===== config.mk =====
export PLATFORM = sky130hd
export DESIGN_NAME = ccr_top
export DESIGN_NICKNAME = d
export VERILOG_FILES = /design/src/verilog/ccr_pkg.sv /design/src/verilog/ccr_mf_decode.sv /design/src/verilog/ccr_top.sv
export SDC_FILE = /design/constraint.sdc
export NUM_CORES = 1
export LEC_CHECK = 0
export BUFFER_PORTS_ARGS = -buffer_cell sky130_fd_sc_hd__buf_4
export CAP_MARGIN = 30
export CORE_UTILIZATION = 50
export CTS_BUF_LIST = sky130_fd_sc_hd__clkbuf_4
export CTS_CLUSTER_DIAMETER = 80
export DETAILED_ROUTE_END_ITERATION = 10
export GPL_TIMING_DRIVEN = 1
export PLACE_DENSITY = 0.85
export SLEW_MARGIN = 30
export SYNTH_ARGS = -nofsm -noshare
export SYNTH_HDL_FRONTEND = slang
export SYNTH_HIERARCHICAL = 1
export SYNTH_SLANG_ARGS = --single-unit

===== constraint.sdc =====
create_clock -name aclk -period 3.35 [get_ports aclk]
set_clock_uncertainty 0.05 [all_clocks]
set_input_delay 0.335 -clock aclk [delete_from_list [all_inputs] [get_ports aclk]]
set_output_delay 0.335 -clock aclk [all_outputs]
set_load 0.005 [all_outputs]

===== src/verilog/ccr_pkg.sv =====
// package: register map, field layout and encodings of the clock config slice
`default_nettype none
package ccr_pkg;
    // ==========================================
    // register byte offsets
    localparam logic [7:0] OFF_AHB_RST  = 8'h28;
    localparam logic [7:0] OFF_CFG1     = 8'h2C;
    localparam logic [7:0] OFF_DSV      = 8'h34;
    // offset of the shared bit's other home (config register zero, not held here)
    localparam logic [7:0] OFF_CFG0     = 8'h04;
    // ==========================================
    // reset values
    localparam logic [31:0] RST_AHB_RST = 32'h0000_0000;
    localparam logic [31:0] RST_CFG1    = 32'h0000_0000;
    localparam logic [31:0] RST_DSV     = 32'h0000_0000;
    // ==========================================
    // writable bit masks, reserved bits stay zero
    localparam logic [31:0] MASK_AHB_RST = 32'h0000_1000;
    localparam logic [31:0] MASK_CFG1    = 32'h6007_FFFF;
    localparam logic [31:0] MASK_DSV     = 32'h0000_0003;
    // ==========================================
    // field positions
    localparam int USB_RST_BIT   = 12;
    localparam int PLL_SEL_BIT   = 30;
    localparam int ADC_PSC_BIT   = 29;
    localparam int AUD2_SEL_BIT  = 18;
    localparam int AUD1_SEL_BIT  = 17;
    localparam int PDIV0_SEL_BIT = 16;
    localparam int PLL3_MF_LSB   = 12;
    localparam int PLL2_MF_LSB   = 8;
    localparam int PDIV1_LSB     = 4;
    localparam int PDIV0_LSB     = 0;
    localparam int CFG0_PDIV_BIT = 17;
    // ==========================================
    // deep sleep voltage codes, in millivolts
    localparam logic [1:0] DSV_1V0 = 2'h0;
    localparam logic [1:0] DSV_0V9 = 2'h1;
    localparam logic [1:0] DSV_0V8 = 2'h2;
    localparam logic [1:0] DSV_1V2 = 2'h3;
    localparam logic [10:0] MV_1V0 = 11'h3E8;
    localparam logic [10:0] MV_0V9 = 11'h384;
    localparam logic [10:0] MV_0V8 = 11'h320;
    localparam logic [10:0] MV_1V2 = 11'h4B0;
    // ==========================================
    // axi responses
    localparam logic [1:0] RESP_OKAY   = 2'h0;
    localparam logic [1:0] RESP_SLVERR = 2'h2;
endpackage
`default_nettype wire


===== src/verilog/ccr_mf_decode.sv =====
// multiplier code decoder shared by both pll factor fields
`default_nettype none
module ccr_mf_decode (
    // code in
    input  wire logic [3:0] code,
    // decoded factor
    output logic      [4:0] factor,
    output logic            valid
);
    // ==========================================
    // decode
    always_comb begin
        factor = 5'h00;
        valid  = 1'b1;
        unique case (code)
            4'h6, 4'h7, 4'h8, 4'h9, 4'hA, 4'hB, 4'hC: begin
                factor = 5'(code) + 5'h02;
            end
            4'hE: begin
                factor = 5'h10;
            end
            4'hF: begin
                factor = 5'h14;
            end
            // reserved codes: no defined frequency
            default: begin
                valid = 1'b0;
            end
        endcase
    end
endmodule
`default_nettype wire


===== src/verilog/ccr_top.sv =====
// reset and clock configuration registers behind an axi4-lite slave
// ==========================================
// Operation
// - usb full speed peripheral stays in reset while bit 12 of the reset register is one.
// - bit 30 feeds the main pll from the crystal at zero and the 48 mhz rc clock at one.
// - bits 18 and 17 route system clock at zero or twice the third pll output at one.
// - bit 16 picks the crystal-or-rc source at zero or the second pll output at one.
// - bits 15:12 decode 0110..1100 as x8..x14, 1110 as x16, 1111 as x20, others reserved.
// - bits 11:8 use the same multiplier decoding for the second pll.
// - bits 7:4 divide the second predivider input by the field value plus one.
// - bits 3:0 divide the first predivider input by the field value plus one.
// - bit 0 of the first predivider is one storage bit shared with bit 17 of register zero.
// - bit 29 is the top extension bit of the adc clock prescaler.
// - the two-bit field asks for 1.0, 0.9, 0.8 or 1.2 volt core in deep sleep.
// - every register takes byte, half-word and word writes on its strobed lanes only.
// - all three registers reset to zero.
//
// The AXI4-Lite register port was left to the implementer.
`default_nettype none
module ccr_top (
    // clock and reset
    input  wire logic        aclk,
    input  wire logic        aresetn,

    // axi4-lite write address
    input  wire logic [7:0]  s_axi_awaddr,
    input  wire logic        s_axi_awvalid,
    output logic             s_axi_awready,

    // axi4-lite write data
    input  wire logic [31:0] s_axi_wdata,
    input  wire logic [3:0]  s_axi_wstrb,
    input  wire logic        s_axi_wvalid,
    output logic             s_axi_wready,

    // axi4-lite write response
    output logic [1:0]       s_axi_bresp,
    output logic             s_axi_bvalid,
    input  wire logic        s_axi_bready,

    // axi4-lite read address
    input  wire logic [7:0]  s_axi_araddr,
    input  wire logic        s_axi_arvalid,
    output logic             s_axi_arready,

    // axi4-lite read data
    output logic [31:0]      s_axi_rdata,
    output logic [1:0]       s_axi_rresp,
    output logic             s_axi_rvalid,
    input  wire logic        s_axi_rready,

    // shared predivider bit, config register zero side
    input  wire logic        cfg0_pdiv_bit_we,
    input  wire logic        cfg0_pdiv_bit_wdata,
    output logic             cfg0_pdiv_bit,

    // peripheral reset
    output logic             usb_full_speed_reset_bit,

    // clock tree controls
    output logic             main_pll_input_select,
    output logic             adc_clock_prescaler_msb,
    output logic             second_audio_clock_select,
    output logic             first_audio_clock_select,
    output logic             first_predivider_input_select,
    output logic [3:0]       third_pll_multiplier,
    output logic [3:0]       second_pll_multiplier,
    output logic [4:0]       third_pll_factor,
    output logic             third_pll_factor_valid,
    output logic [4:0]       second_pll_factor,
    output logic             second_pll_factor_valid,
    output logic [3:0]       second_predivider,
    output logic [4:0]       second_predivider_ratio,
    output logic [3:0]       first_predivider,
    output logic [4:0]       first_predivider_ratio,

    // deep sleep
    output logic [1:0]       deep_sleep_voltage_select,
    output logic [10:0]      deep_sleep_core_millivolts
);
    // ==========================================
    // storage
    logic [31:0] ahb_peripheral_reset;
    logic [31:0] clock_config_one;
    logic [31:0] deep_sleep_core_voltage;

    // ==========================================
    // write channel: address and data held until both present
    logic        aw_held;
    logic        w_held;
    logic [7:0]  aw_addr;
    logic [31:0] w_data;
    logic [3:0]  w_strb;
    wire         aw_take    = s_axi_awvalid && s_axi_awready;
    wire         w_take     = s_axi_wvalid && s_axi_wready;
    wire         wr_fire    = aw_held && w_held && !s_axi_bvalid;
    wire  [7:0]  wr_word    = {aw_addr[7:2], 2'b00};
    wire         wr_hit_rst = (wr_word == ccr_pkg::OFF_AHB_RST);
    wire         wr_hit_c1  = (wr_word == ccr_pkg::OFF_CFG1);
    wire         wr_hit_dsv = (wr_word == ccr_pkg::OFF_DSV);
    wire         wr_hit     = wr_hit_rst || wr_hit_c1 || wr_hit_dsv;

    assign s_axi_awready = !aw_held;
    assign s_axi_wready  = !w_held;

    // ==========================================
    // byte lane mask from strobes
    logic [31:0] lane_mask;
    genvar gi;
    generate
        for (gi = 0; gi < 4; gi++) begin : g_lane
            assign lane_mask[8*gi +: 8] = {8{w_strb[gi]}};
        end
    endgenerate

    wire [31:0] mask_rst = lane_mask & ccr_pkg::MASK_AHB_RST;
    wire [31:0] mask_c1  = lane_mask & ccr_pkg::MASK_CFG1;
    wire [31:0] mask_dsv = lane_mask & ccr_pkg::MASK_DSV;

    // reserved bits never store, so they always read zero
    wire [31:0] next_rst = (ahb_peripheral_reset & ~mask_rst) | (w_data & mask_rst);
    wire [31:0] next_dsv = (deep_sleep_core_voltage & ~mask_dsv) | (w_data & mask_dsv);
    wire [31:0] c1_bus   = (clock_config_one & ~mask_c1) | (w_data & mask_c1);
    wire        c1_bus_we = wr_fire && wr_hit_c1;

    // shared bit: a bus write here and a write from register zero both land on it;
    // if both come in one cycle the bus wins when it strobes lane zero, a choice made for determinism
    logic [31:0] next_c1;
    always_comb begin
        next_c1 = c1_bus_we ? c1_bus : clock_config_one;
        if (cfg0_pdiv_bit_we && !(c1_bus_we && mask_c1[ccr_pkg::PDIV0_LSB])) begin
            next_c1[ccr_pkg::PDIV0_LSB] = cfg0_pdiv_bit_wdata;
        end
    end

    // either channel may come first; each waits in its own holding flop
    always_ff @(posedge aclk) begin
        if (!aresetn) begin
            aw_held <= 1'b0;
            aw_addr <= 8'h00;
        end else if (aw_take) begin
            aw_held <= 1'b1;
            aw_addr <= s_axi_awaddr;
        end else if (wr_fire) begin
            aw_held <= 1'b0;
        end
    end

    always_ff @(posedge aclk) begin
        if (!aresetn) begin
            w_held <= 1'b0;
            w_data <= 32'h0000_0000;
            w_strb <= 4'h0;
        end else if (w_take) begin
            w_held <= 1'b1;
            w_data <= s_axi_wdata;
            w_strb <= s_axi_wstrb;
        end else if (wr_fire) begin
            w_held <= 1'b0;
        end
    end

    always_ff @(posedge aclk) begin
        if (!aresetn) begin
            s_axi_bvalid <= 1'b0;
        end else if (wr_fire) begin
            s_axi_bvalid <= 1'b1;
        end else if (s_axi_bready) begin
            s_axi_bvalid <= 1'b0;
        end
    end

    // an unmapped address is answered but stores nothing
    always_ff @(posedge aclk) begin
        if (!aresetn) begin
            s_axi_bresp <= ccr_pkg::RESP_OKAY;
        end else if (wr_fire) begin
            s_axi_bresp <= wr_hit ? ccr_pkg::RESP_OKAY : ccr_pkg::RESP_SLVERR;
        end
    end

    // ==========================================
    // register storage, one short process per register
    wire        rst_we = wr_fire && wr_hit_rst;
    wire        dsv_we = wr_fire && wr_hit_dsv;

    always_ff @(posedge aclk) begin
        if (!aresetn) begin
            ahb_peripheral_reset <= ccr_pkg::RST_AHB_RST;
        end else if (rst_we) begin
            ahb_peripheral_reset <= next_rst;
        end
    end

    always_ff @(posedge aclk) begin
        if (!aresetn) begin
            clock_config_one <= ccr_pkg::RST_CFG1;
        end else begin
            // side writes may come on any cycle, so this register loads every edge
            clock_config_one <= next_c1;
        end
    end

    always_ff @(posedge aclk) begin
        if (!aresetn) begin
            deep_sleep_core_voltage <= ccr_pkg::RST_DSV;
        end else if (dsv_we) begin
            deep_sleep_core_voltage <= next_dsv;
        end
    end

    // ==========================================
    // read channel, one cycle answer
    wire [7:0] rd_word    = {s_axi_araddr[7:2], 2'b00};
    wire       rd_hit_rst = (rd_word == ccr_pkg::OFF_AHB_RST);
    wire       rd_hit_c1  = (rd_word == ccr_pkg::OFF_CFG1);
    wire       rd_hit_dsv = (rd_word == ccr_pkg::OFF_DSV);
    wire       rd_hit     = rd_hit_rst || rd_hit_c1 || rd_hit_dsv;
    wire [31:0] rd_mux    = rd_hit_rst ? ahb_peripheral_reset :
                            rd_hit_c1  ? clock_config_one :
                            rd_hit_dsv ? deep_sleep_core_voltage : 32'h0000_0000;

    assign s_axi_arready = !s_axi_rvalid;
    wire        rd_take  = s_axi_arvalid && s_axi_arready;

    always_ff @(posedge aclk) begin
        if (!aresetn) begin
            s_axi_rvalid <= 1'b0;
        end else if (rd_take) begin
            s_axi_rvalid <= 1'b1;
        end else if (s_axi_rready) begin
            s_axi_rvalid <= 1'b0;
        end
    end

    // data loads only on a taken address, so it holds while rvalid waits
    always_ff @(posedge aclk) begin
        if (!aresetn) begin
            s_axi_rdata <= 32'h0000_0000;
            s_axi_rresp <= ccr_pkg::RESP_OKAY;
        end else if (rd_take) begin
            s_axi_rdata <= rd_mux;
            s_axi_rresp <= rd_hit ? ccr_pkg::RESP_OKAY : ccr_pkg::RESP_SLVERR;
        end
    end

    // ==========================================
    // peripheral reset, straight from storage
    assign usb_full_speed_reset_bit      = ahb_peripheral_reset[ccr_pkg::USB_RST_BIT];

    // ==========================================
    // clock source selects
    assign main_pll_input_select         = clock_config_one[ccr_pkg::PLL_SEL_BIT];
    assign adc_clock_prescaler_msb       = clock_config_one[ccr_pkg::ADC_PSC_BIT];
    assign second_audio_clock_select     = clock_config_one[ccr_pkg::AUD2_SEL_BIT];
    assign first_audio_clock_select      = clock_config_one[ccr_pkg::AUD1_SEL_BIT];
    assign first_predivider_input_select = clock_config_one[ccr_pkg::PDIV0_SEL_BIT];

    // ==========================================
    // multiplier and predivider fields
    assign third_pll_multiplier  = clock_config_one[ccr_pkg::PLL3_MF_LSB +: 4];
    assign second_pll_multiplier = clock_config_one[ccr_pkg::PLL2_MF_LSB +: 4];
    // no pll-enable inputs here, so write ordering is left to software
    assign second_predivider     = clock_config_one[ccr_pkg::PDIV1_LSB +: 4];
    assign first_predivider      = clock_config_one[ccr_pkg::PDIV0_LSB +: 4];
    assign second_predivider_ratio = {1'b0, second_predivider} + 5'h01;
    assign first_predivider_ratio  = {1'b0, first_predivider} + 5'h01;

    // ==========================================
    // shared bit and deep sleep field
    assign cfg0_pdiv_bit         = clock_config_one[ccr_pkg::PDIV0_LSB];
    // only the field is held here; the regulator acts on it in deep sleep alone
    assign deep_sleep_voltage_select = deep_sleep_core_voltage[1:0];

    // ==========================================
    // multiplier decode
    ccr_mf_decode u_mf_third (
        .code   (third_pll_multiplier),
        .factor (third_pll_factor),
        .valid  (third_pll_factor_valid)
    );

    ccr_mf_decode u_mf_second (
        .code   (second_pll_multiplier),
        .factor (second_pll_factor),
        .valid  (second_pll_factor_valid)
    );

    // ==========================================
    // deep sleep voltage request
    always_comb begin
        unique case (deep_sleep_voltage_select)
            ccr_pkg::DSV_1V0: deep_sleep_core_millivolts = ccr_pkg::MV_1V0;
            ccr_pkg::DSV_0V9: deep_sleep_core_millivolts = ccr_pkg::MV_0V9;
            ccr_pkg::DSV_0V8: deep_sleep_core_millivolts = ccr_pkg::MV_0V8;
            ccr_pkg::DSV_1V2: deep_sleep_core_millivolts = ccr_pkg::MV_1V2;
        endcase
    end
endmodule
`default_nettype wire


==> impl_metrics.env, run 1 <==
export IMPL_r2r_start="w_held"
export IMPL_synthTopCellsByArea="dfxtp_1 (46%), nand2_1 (11%), mux2i_1 (9.0%)"
export IMPL_finalHoldViolCount=0
export IMPL_layout_drive_gt1_share_pct=30.4
export IMPL_fillerInstances=589
export IMPL_first_global_vias=2848
export IMPL_ys_seq_elements=82
export IMPL_worst_slew_pin_slew_ns=0.795
export IMPL_path_depth=3
export IMPL_hpwl_um=6000
export IMPL_slew_violations=0
export IMPL_rsz0062_at_grt="no"
export IMPL_relSlewSlack_pct=46.6
export IMPL_grt_usage_pct=22.9
export IMPL_cts_hold_fix_buffers=0
export IMPL_diodes=0
export IMPL_power_density_nw_per_um2=362
export IMPL_clk_path_buf_depth=2
export IMPL_cts_sinks=82
export IMPL_syn_to_final_growth_pct=29.5
export IMPL_netlist_top_cell_by_area="dfxtp_1"
export IMPL_hold_start="s_axi_rready"
export IMPL_crit_chain="nand3b_1, nor4_4, mux2i_1"
export IMPL_crit_path_start_kind="register"
export IMPL_finalNetCount=583
export IMPL_wire_per_inst_um=13.4
export IMPL_rows=30
export IMPL_viasPerCell=4.97
export IMPL_max_freq_mhz=480
export IMPL_clock_latency_ns=0.40
export IMPL_whs_ns=0.0407
export IMPL_max_stage_delay_ns=0.84
export IMPL_start_util_pct=51.8
export IMPL_yosys_most_used_dff="dfxtp_1"
export IMPL_reg2reg_slack_ns=1.27
export IMPL_drcViolationCount=0
export IMPL_synth_edf_count=0
export IMPL_synthArstFlopShare_pct=0
export IMPL_cp_required_ns=3.63
export IMPL_io_buffers=129
export IMPL_r2r_worst_path_cells=3
export IMPL_hold_class="in2reg"
export IMPL_syn_area_per_cell_um2=8.81
export IMPL_cts_buffers=9
export IMPL_worstHoldPathCells=2
export IMPL_grt_pass1_wl_um=13200
export IMPL_final_setup_viol_count=0
export IMPL_clock_root_buffer="clkbuf_4"
export IMPL_fp_dieH_um=86.2
export IMPL_io_pins=160
export IMPL_vdd_drop_max_mv=0.264
export IMPL_synth_top_area_share_pct=46.4
export IMPL_yosysWarnings=6
export IMPL_crit_fanout=10
export IMPL_leakagePower_nw=1.99
export IMPL_endpoint_kind="register"
export IMPL_cts_htree_levels=3
export IMPL_grt_ovfl_total=0
export IMPL_worstHoldEndpoint="s_axi_rvalid"
export IMPL_tns_ns=0
export IMPL_status="finished, final reports clean"
export IMPL_ant_nets=0
export IMPL_drt_iter0_markers=115
export IMPL_die_w_um=86.2
export IMPL_place_congestion=0.795
export IMPL_cpLargestDelayFamily="simple AND/OR/NAND/NOR gates"
export IMPL_cts_tree="done"
export IMPL_cts_setup_buffers=0
export IMPL_synthCells=402
export IMPL_dr_pass1_iters=4
export IMPL_cp_num_buf_inv=0
export IMPL_cts_resized_gates=0
export IMPL_ys_types=44
export IMPL_netlist_area_um2=3540
export IMPL_grt_max_degree=51
export IMPL_synth_commonest_cells="nand2_1 (107), dfxtp_1 (82), mux2i_1 (32)"
export IMPL_core_area_um2=6830
export IMPL_period_share_pct=62.2
export IMPL_slowest_stage="nor4_4"
export IMPL_die_area_um2=7420
export IMPL_critical_path_class="reg2reg"
export IMPL_antenna_found_initial=0
export IMPL_routed_wl_um=8310
export IMPL_seq_area_frac_synth_pct=46.4
export IMPL_vias=3078
export IMPL_cap_violations=0
export IMPL_cp_arrival_ns=2.36
export IMPL_path_clk_slew_ns=0.13
export IMPL_yosysMostFrequentCell="nand2_1"
export IMPL_fin_crit_ns=2.08
worst register-to-register path: cells and delay by family (launching register included):
| kind | cells | cell delay, ns |
|---|---|---|
| flip-flops | 1 | 0.44 |
| AND/OR/NAND/NOR | 2 | 1.25 |
| multiplexers | 1 | 0.27 |
cells by family (layout without fill, tap and decap cells):
logic type	Yosys count	count (layout)	share of synthesized area [%]
AO/OA/AOI/OAI	65	65	12.4
XOR/XNOR	4	4	0.990
adder cells (fa/ha/maj)	4	4	1.41
buffers and inverters	49	156	7.46
flip-flops	82	82	46.4
multiplexers	34	34	9.68
other	1	15	0.106
AND/OR/NAND/NOR	163	163	21.6
power breakdown:
part           internal (mW)  total, mW  switching (mW)
registers               1.00       1.02          0.0190
clock network          0.155      0.471           0.316
logic                 0.0760      0.165          0.0891
worst max-delay path by stage:
stage	slack, ns	start	endpoint
6_report	1.27	w_held	register
5_1_grt	1.08	w_held	register
4_1_cts	1.28	aw_addr[7]	register
3_5_place_dp	1.33	aw_addr[7]	register
3_3_place_gp	1.39	aw_addr[7]	register
2_1_floorplan	1.63	aw_addr[7]	register
layout by cell type (no fill, tap or decap), drive strengths merged, types with 10 or more instances in the layout:
master,netlist,final
a21oi,28,28
clkbuf,17,10
a22o,18,18
mux2i,32,32
nand2b,12,12
nand2,107,107
dfxtp,82,82
buf,23,131
conb,1,15
nor2,15,15
through the flow:
stage	setup slack (ns)	area [µm²]	util [%]	total power, mW	instances
CTS	1.28	4580	67.0	1.68	619
detailed placement	1.33	4470	65.4	1.21	603
global route	1.08	4590	67.1	1.74	619
global placement	1.39	4470	65.4	1.20	603
finish	1.27	4590	67.1	1.66	619
floorplan	1.63	3590	-	1.14	416
cell type report:
type                            count  area, µm²  share of cell area [%]
Clock inverter                      6       33.8                   0.737
Sequential cell                    82       1640                    35.8
Inverter                            9       33.8                   0.737
Tap cell                           96        120                    2.62
Timing Repair Buffer              131        983                    21.4
Multi-Input combinational cell    285       1700                    37.0
Clock buffer                       10       75.1                    1.64
routing by layer:
metal  track usage (%)  part of all wire (%)
met1              27.8                    42
met2              39.2                    51
met3              6.06                   5.3
met4              7.88                   1.4
met5                 0                     0
Power figures use the tool's default switching activity.
==> inputs of run 2 (changes only) <==
--- a/config.mk
+++ b/config.mk
@@ -7,12 +7,12 @@
 export LEC_CHECK = 0
 export BUFFER_PORTS_ARGS = -buffer_cell sky130_fd_sc_hd__buf_4
 export CAP_MARGIN = 30
-export CORE_UTILIZATION = 50
+export CORE_UTILIZATION = 44
 export CTS_BUF_LIST = sky130_fd_sc_hd__clkbuf_4
 export CTS_CLUSTER_DIAMETER = 80
 export DETAILED_ROUTE_END_ITERATION = 10
 export GPL_TIMING_DRIVEN = 1
-export PLACE_DENSITY = 0.85
+export PLACE_DENSITY = 0.8
 export SLEW_MARGIN = 30
 export SYNTH_ARGS = -nofsm -noshare
 export SYNTH_HDL_FRONTEND = slang
==> constraint.sdc (replaced) <==
create_clock -name aclk -period 1.7 [get_ports aclk]
set_clock_uncertainty 0.05 [all_clocks]
set_input_delay 0.17 -clock aclk [delete_from_list [all_inputs] [get_ports aclk]]
set_output_delay 0.17 -clock aclk [all_outputs]
set_load 0.005 [all_outputs]
==> run 2 against run 1 <==
Sequential power increased by 97%. Count of clock-buffer cells in the layout increased by 2. Total power increased by 110%. Critical path depth increased by 1. Critical path type is now reg2out.
==> impl_metrics.env, run 2 (same netlist as run 1, synthesis figures left out) <==
export IMPL_status="finished, final reports clean"
export IMPL_worstHoldEndpoint="s_axi_rresp[1]"
export IMPL_cp_required_ns=1.48
export IMPL_period_share_pct=97.8
export IMPL_hpwl_um=6190
export IMPL_final_area_um2=5220
export IMPL_antenna_found_initial=1
export IMPL_grt_usage_pct=21.8
export IMPL_cts_sinks=82
export IMPL_io_buffers=129
export IMPL_reg2reg_slack_ns=0.12
export IMPL_slew_violations=0
export IMPL_crit_path_start_kind="register"
export IMPL_endpoint_kind="primary output"
export IMPL_core_area_um2=7770
export IMPL_final_cell_mix="buf_4 (144), nand2_1 (107), dfxtp_1 (75), dlygate4sd3_1 (37), mux2i_1 (32)"
export IMPL_layout_drive_gt1_share_pct=32.4
export IMPL_cp_num_buf_inv=1
export IMPL_final_setup_worst_slack_ns=0.0371
export IMPL_viasPerCell=4.87
export IMPL_max_freq_mhz=601
export IMPL_finalNetCount=638
export IMPL_power_density_nw_per_um2=679
export IMPL_slowest_stage="dfxtp_4"
export IMPL_fin_total_pwr_mw=3.55
export IMPL_crit_chain="ha_4, mux2i_1, o22ai_2, buf_4"
export IMPL_cts_htree_levels=3
export IMPL_place_congestion=0.828
export IMPL_r2r_worst_path_cells=4
export IMPL_start_util_pct=45.6
export IMPL_cts_tree="done"
export IMPL_critical_path_class="reg2out"
export IMPL_fp_dieH_um=91.7
export IMPL_ant_nets=0
export IMPL_vias=3315
export IMPL_finalHoldViolCount=0
export IMPL_crit_fanout=2
export IMPL_cap_violations=0
export IMPL_max_stage_delay_ns=0.37
export IMPL_first_global_vias=3141
export IMPL_die_w_um=91.7
export IMPL_multi_input_area_um2=1730
export IMPL_whs_ns=0.0126
export IMPL_fin_crit_ns=1.66
export IMPL_wire_per_inst_um=13.6
export IMPL_io_pins=160
export IMPL_fillerInstances=623
export IMPL_vdd_drop_max_mv=0.438
export IMPL_cp_arrival_ns=1.44
export IMPL_layout_commonest_cell="buf_4"
export IMPL_syn_to_final_growth_pct=47.5
export IMPL_grt_max_degree=48
export IMPL_rsz0062_at_grt="yes"
export IMPL_final_setup_viol_count=0
export IMPL_drcViolationCount=0
export IMPL_drt_iter0_markers=131
export IMPL_dp_slack_ns=0.00918
export IMPL_grt_pass1_wl_um=14500
export IMPL_cpLargestDelayFamily="flip-flops"
export IMPL_die_area_um2=8410
export IMPL_routed_wl_um=9260
export IMPL_utilization_pct=67.2
export IMPL_r2r_start="aw_addr[5]"
export IMPL_worstHoldPathCells=3
export IMPL_hold_class="in2reg"
export IMPL_clock_root_buffer="clkbuf_4"
export IMPL_leakagePower_nw=2.27
export IMPL_clk_path_buf_depth=2
export IMPL_grt_ovfl_total=0
export IMPL_clock_latency_ns=0.41
export IMPL_path_clk_slew_ns=0.13
export IMPL_postPlaceCellArea_um2=4610
export IMPL_hold_start="s_axi_araddr[2]"
export IMPL_dr_pass1_iters=4
export IMPL_rows=32
export IMPL_cts_buffers=9
export IMPL_ff_latch_area_um2=1660
run 2: layout make-up:
type / count / share of cell area [%]
Clock buffer: 12 / 1.73
Sequential cell: 82 / 31.8
Tap cell: 102 / 2.44
Inverter: 9 / 0.647
Clock inverter: 4 / 0.815
Timing Repair Buffer: 186 / 29.4
Multi-Input combinational cell: 285 / 33.1
Antenna cell: 1 / 0.0479
run 2: per-layer routing:
layer	wire, µm	up-vias	GRT usage [%]
met5	0	-	0
met4	213	0	10.2
met3	376	16	3.73
met2	4590	97	39.3
met1	4070	1534	25.1
li1	-	1668	-
run 2: power by group:
part	total [mW]	internal, mW	switching, mW
registers	2.01	1.97	0.0372
logic	0.414	0.219	0.195
clock network	1.13	0.489	0.637
run 2: what timing repair did:
item / in CTS / in global routing
endpoints found under the setup margin: 5 / 11
hold endpoints to repair: 36 / 0
hold buffers: 37 / 0
resized for setup: 9 / 10
buffers inserted: 5 / 0
pin swaps: 1 / 3
run 2: metrics by stage:
stage | setup TNS [ns] | std cells
3_5_place_dp | 0 | 622
4_1_cts | 0 | 680
3_3_place_gp | 0 | 622
6_report | 0 | 681
5_1_grt | -0.0284 | 681
2_1_floorplan | 0 | 416
run 2: worst max-delay path by stage:
stage	to	cells past startpoint
after detailed placement	register	4
after floorplan	register	3
after CTS	second_pll_factor[2]	4
after global placement	register	4
after global routing	third_pll_factor[2]	4
final	third_pll_factor[2]	4
run 2: worst register-to-register path: cells and delay by family (launching register included):
family,cells,cell delay [ns]
buffers and inverters,1,0.18
muxes,1,0.19
and+or+nand+nor,2,0.76
DFF,1,0.35
==> inputs of run 3 (changes only) <==
--- a/config.mk
+++ b/config.mk
@@ -7,12 +7,12 @@
 export LEC_CHECK = 0
 export BUFFER_PORTS_ARGS = -buffer_cell sky130_fd_sc_hd__buf_4
 export CAP_MARGIN = 30
-export CORE_UTILIZATION = 44
+export CORE_UTILIZATION = 49
 export CTS_BUF_LIST = sky130_fd_sc_hd__clkbuf_4
 export CTS_CLUSTER_DIAMETER = 80
 export DETAILED_ROUTE_END_ITERATION = 10
 export GPL_TIMING_DRIVEN = 1
-export PLACE_DENSITY = 0.8
+export PLACE_DENSITY = 0.84
 export SLEW_MARGIN = 30
 export SYNTH_ARGS = -nofsm -noshare
 export SYNTH_HDL_FRONTEND = slang
==> constraint.sdc (replaced) <==
create_clock -name aclk -period 1.8 [get_ports aclk]
set_clock_uncertainty 0.05 [all_clocks]
set_input_delay 0.18 -clock aclk [delete_from_list [all_inputs] [get_ports aclk]]
set_output_delay 0.18 -clock aclk [all_outputs]
set_load 0.005 [all_outputs]
==> run 3 against run 2 <==
Sequential cell count is the same. First-iteration DRC count grew 47%. Sequential share of layout area grew 0.068 points.
==> impl_metrics.env, run 3 (same netlist as run 1, synthesis figures left out) <==
export IMPL_cts_htree_levels=3
export IMPL_clock_latency_ns=0.42
export IMPL_cts_sinks=82
export IMPL_final_cell_mix="buf_4 (145), nand2_1 (107), dfxtp_1 (79), dlygate4sd3_1 (37), mux2i_1 (32)"
export IMPL_fin_crit_ns=1.69
export IMPL_path_clk_slew_ns=0.13
export IMPL_power_density_nw_per_um2=680
export IMPL_place_congestion=0.788
export IMPL_hold_class="in2reg"
export IMPL_rsz0062_at_grt="no"
export IMPL_dr_pass1_iters=4
export IMPL_slew_violations=0
export IMPL_r2r_start="aw_addr[5]"
export IMPL_final_setup_worst_slack_ns=0.109
export IMPL_crit_fanout=5
export IMPL_critical_path_class="reg2out"
export IMPL_layout_drive_gt1_share_pct=31.3
export IMPL_layout_commonest_cell="buf_4"
export IMPL_worstHoldPathCells=3
export IMPL_first_global_vias=3300
export IMPL_vias=3421
export IMPL_grt_max_degree=48
export IMPL_syn_to_final_growth_pct=46.3
export IMPL_finalNetCount=636
export IMPL_postPlaceCellArea_um2=4600
export IMPL_rows=30
export IMPL_wire_per_inst_um=14.3
export IMPL_cap_violations=0
export IMPL_diodes=0
export IMPL_final_area_um2=5180
export IMPL_die_area_um2=7570
export IMPL_clock_root_buffer="clkbuf_4"
export IMPL_routed_wl_um=9620
export IMPL_die_w_um=87.0
export IMPL_max_stage_delay_ns=0.39
export IMPL_final_setup_viol_count=0
export IMPL_viasPerCell=5.09
export IMPL_drt_iter0_markers=193
export IMPL_endpoint_kind="primary output"
export IMPL_slowest_stage="dfxtp_4"
export IMPL_max_freq_mhz=591
export IMPL_cp_required_ns=1.57
export IMPL_path_common_cell="buf_4"
export IMPL_io_pins=160
export IMPL_finalHoldViolCount=0
export IMPL_hold_start="s_axi_araddr[2]"
export IMPL_cts_tree="done"
export IMPL_antenna_found_initial=0
export IMPL_clk_path_buf_depth=2
export IMPL_crit_chain="buf_4, o21a_1, o22ai_1, buf_4"
export IMPL_ant_nets=0
export IMPL_fin_total_pwr_mw=3.52
export IMPL_core_area_um2=6870
export IMPL_start_util_pct=51.5
export IMPL_fp_dieH_um=87.0
export IMPL_grt_ovfl_total=0
export IMPL_io_buffers=129
export IMPL_period_share_pct=94.0
export IMPL_vdd_drop_max_mv=0.642
export IMPL_hpwl_um=6220
export IMPL_tns_ns=0
export IMPL_dp_slack_ns=0.0765
export IMPL_drcViolationCount=0
export IMPL_cts_buffers=9
export IMPL_worstHoldEndpoint="s_axi_rresp[1]"
export IMPL_grt_pass1_wl_um=14800
export IMPL_r2r_worst_path_cells=4
export IMPL_grt_usage_pct=25.0
export IMPL_crit_path_start_kind="register"
export IMPL_status="finished, final reports clean"
export IMPL_reg2reg_slack_ns=0.17
export IMPL_leakagePower_nw=2.26
export IMPL_cp_arrival_ns=1.46
run 3: worst max-delay path by stage:
stage | to | slack, ns | cells after the start
after floorplan | register | 0.08 | 4
after global placement | register | 0.12 | 4
after detailed placement | register | 0.08 | 4
after CTS | second_pll_factor[2] | 0.02 | 4
after global routing | second_pll_factor[2] | 0.03 | 4
final | second_pll_factor[2] | 0.11 | 4
run 3: area by class of cell:
cell class	count	area, µm²
inverters	9	33.8
fillers	516	1690
repair buffers	184	1500
well taps	96	120
flip-flops and latches	82	1650
clock inverters	6	88.8
multi-input cells	285	1710
clock buffers	10	75.1
run 3: repair_timing:
item | in CTS | in global routing
pin swaps | 0 | 1
gates resized for setup | 2 | 6
setup endpoints to repair | 2 | 6
hold endpoints to repair | 36 | 0
setup buffers | 0 | 2
hold buffers | 37 | 0
run 3: where the power goes:
| part | leakage (nW) | total (mW) | internal (mW) | switching [mW] |
|---|---|---|---|---|
| sequential | 0.669 | 1.90 | 1.86 | 0.0369 |
| clock | 0.0851 | 1.23 | 0.585 | 0.644 |
| combinational | 1.50 | 0.392 | 0.206 | 0.187 |
| total | 2.26 | 3.52 | 2.66 | 0.868 |
run 3: worst max-delay path, delay by kind of cell (launching register included):
family	cells	cell delay, ns
DFF	1	0.39
buffers and inverters	2	0.28
AOI/OAI and AO/OA	2	0.37
run 3: layer usage:
metal,up-vias,track usage (%),part of all wire (%)
met4,0,13.9,3.3
li1,1655,-,-
met2,138,42.6,50
met1,1595,30.3,41
met5,-,0,0
met3,33,3.51,5.6
run 3: stage by stage:
step,hold WS (ns),utilization (%),instances
after floorplan,0.229,-,416
after global placement,0.315,67.0,617
after detailed placement,0.316,67.0,617
after CTS,0.0145,74.8,670
after global routing,0.0376,75.4,672
final,0.0456,75.4,672
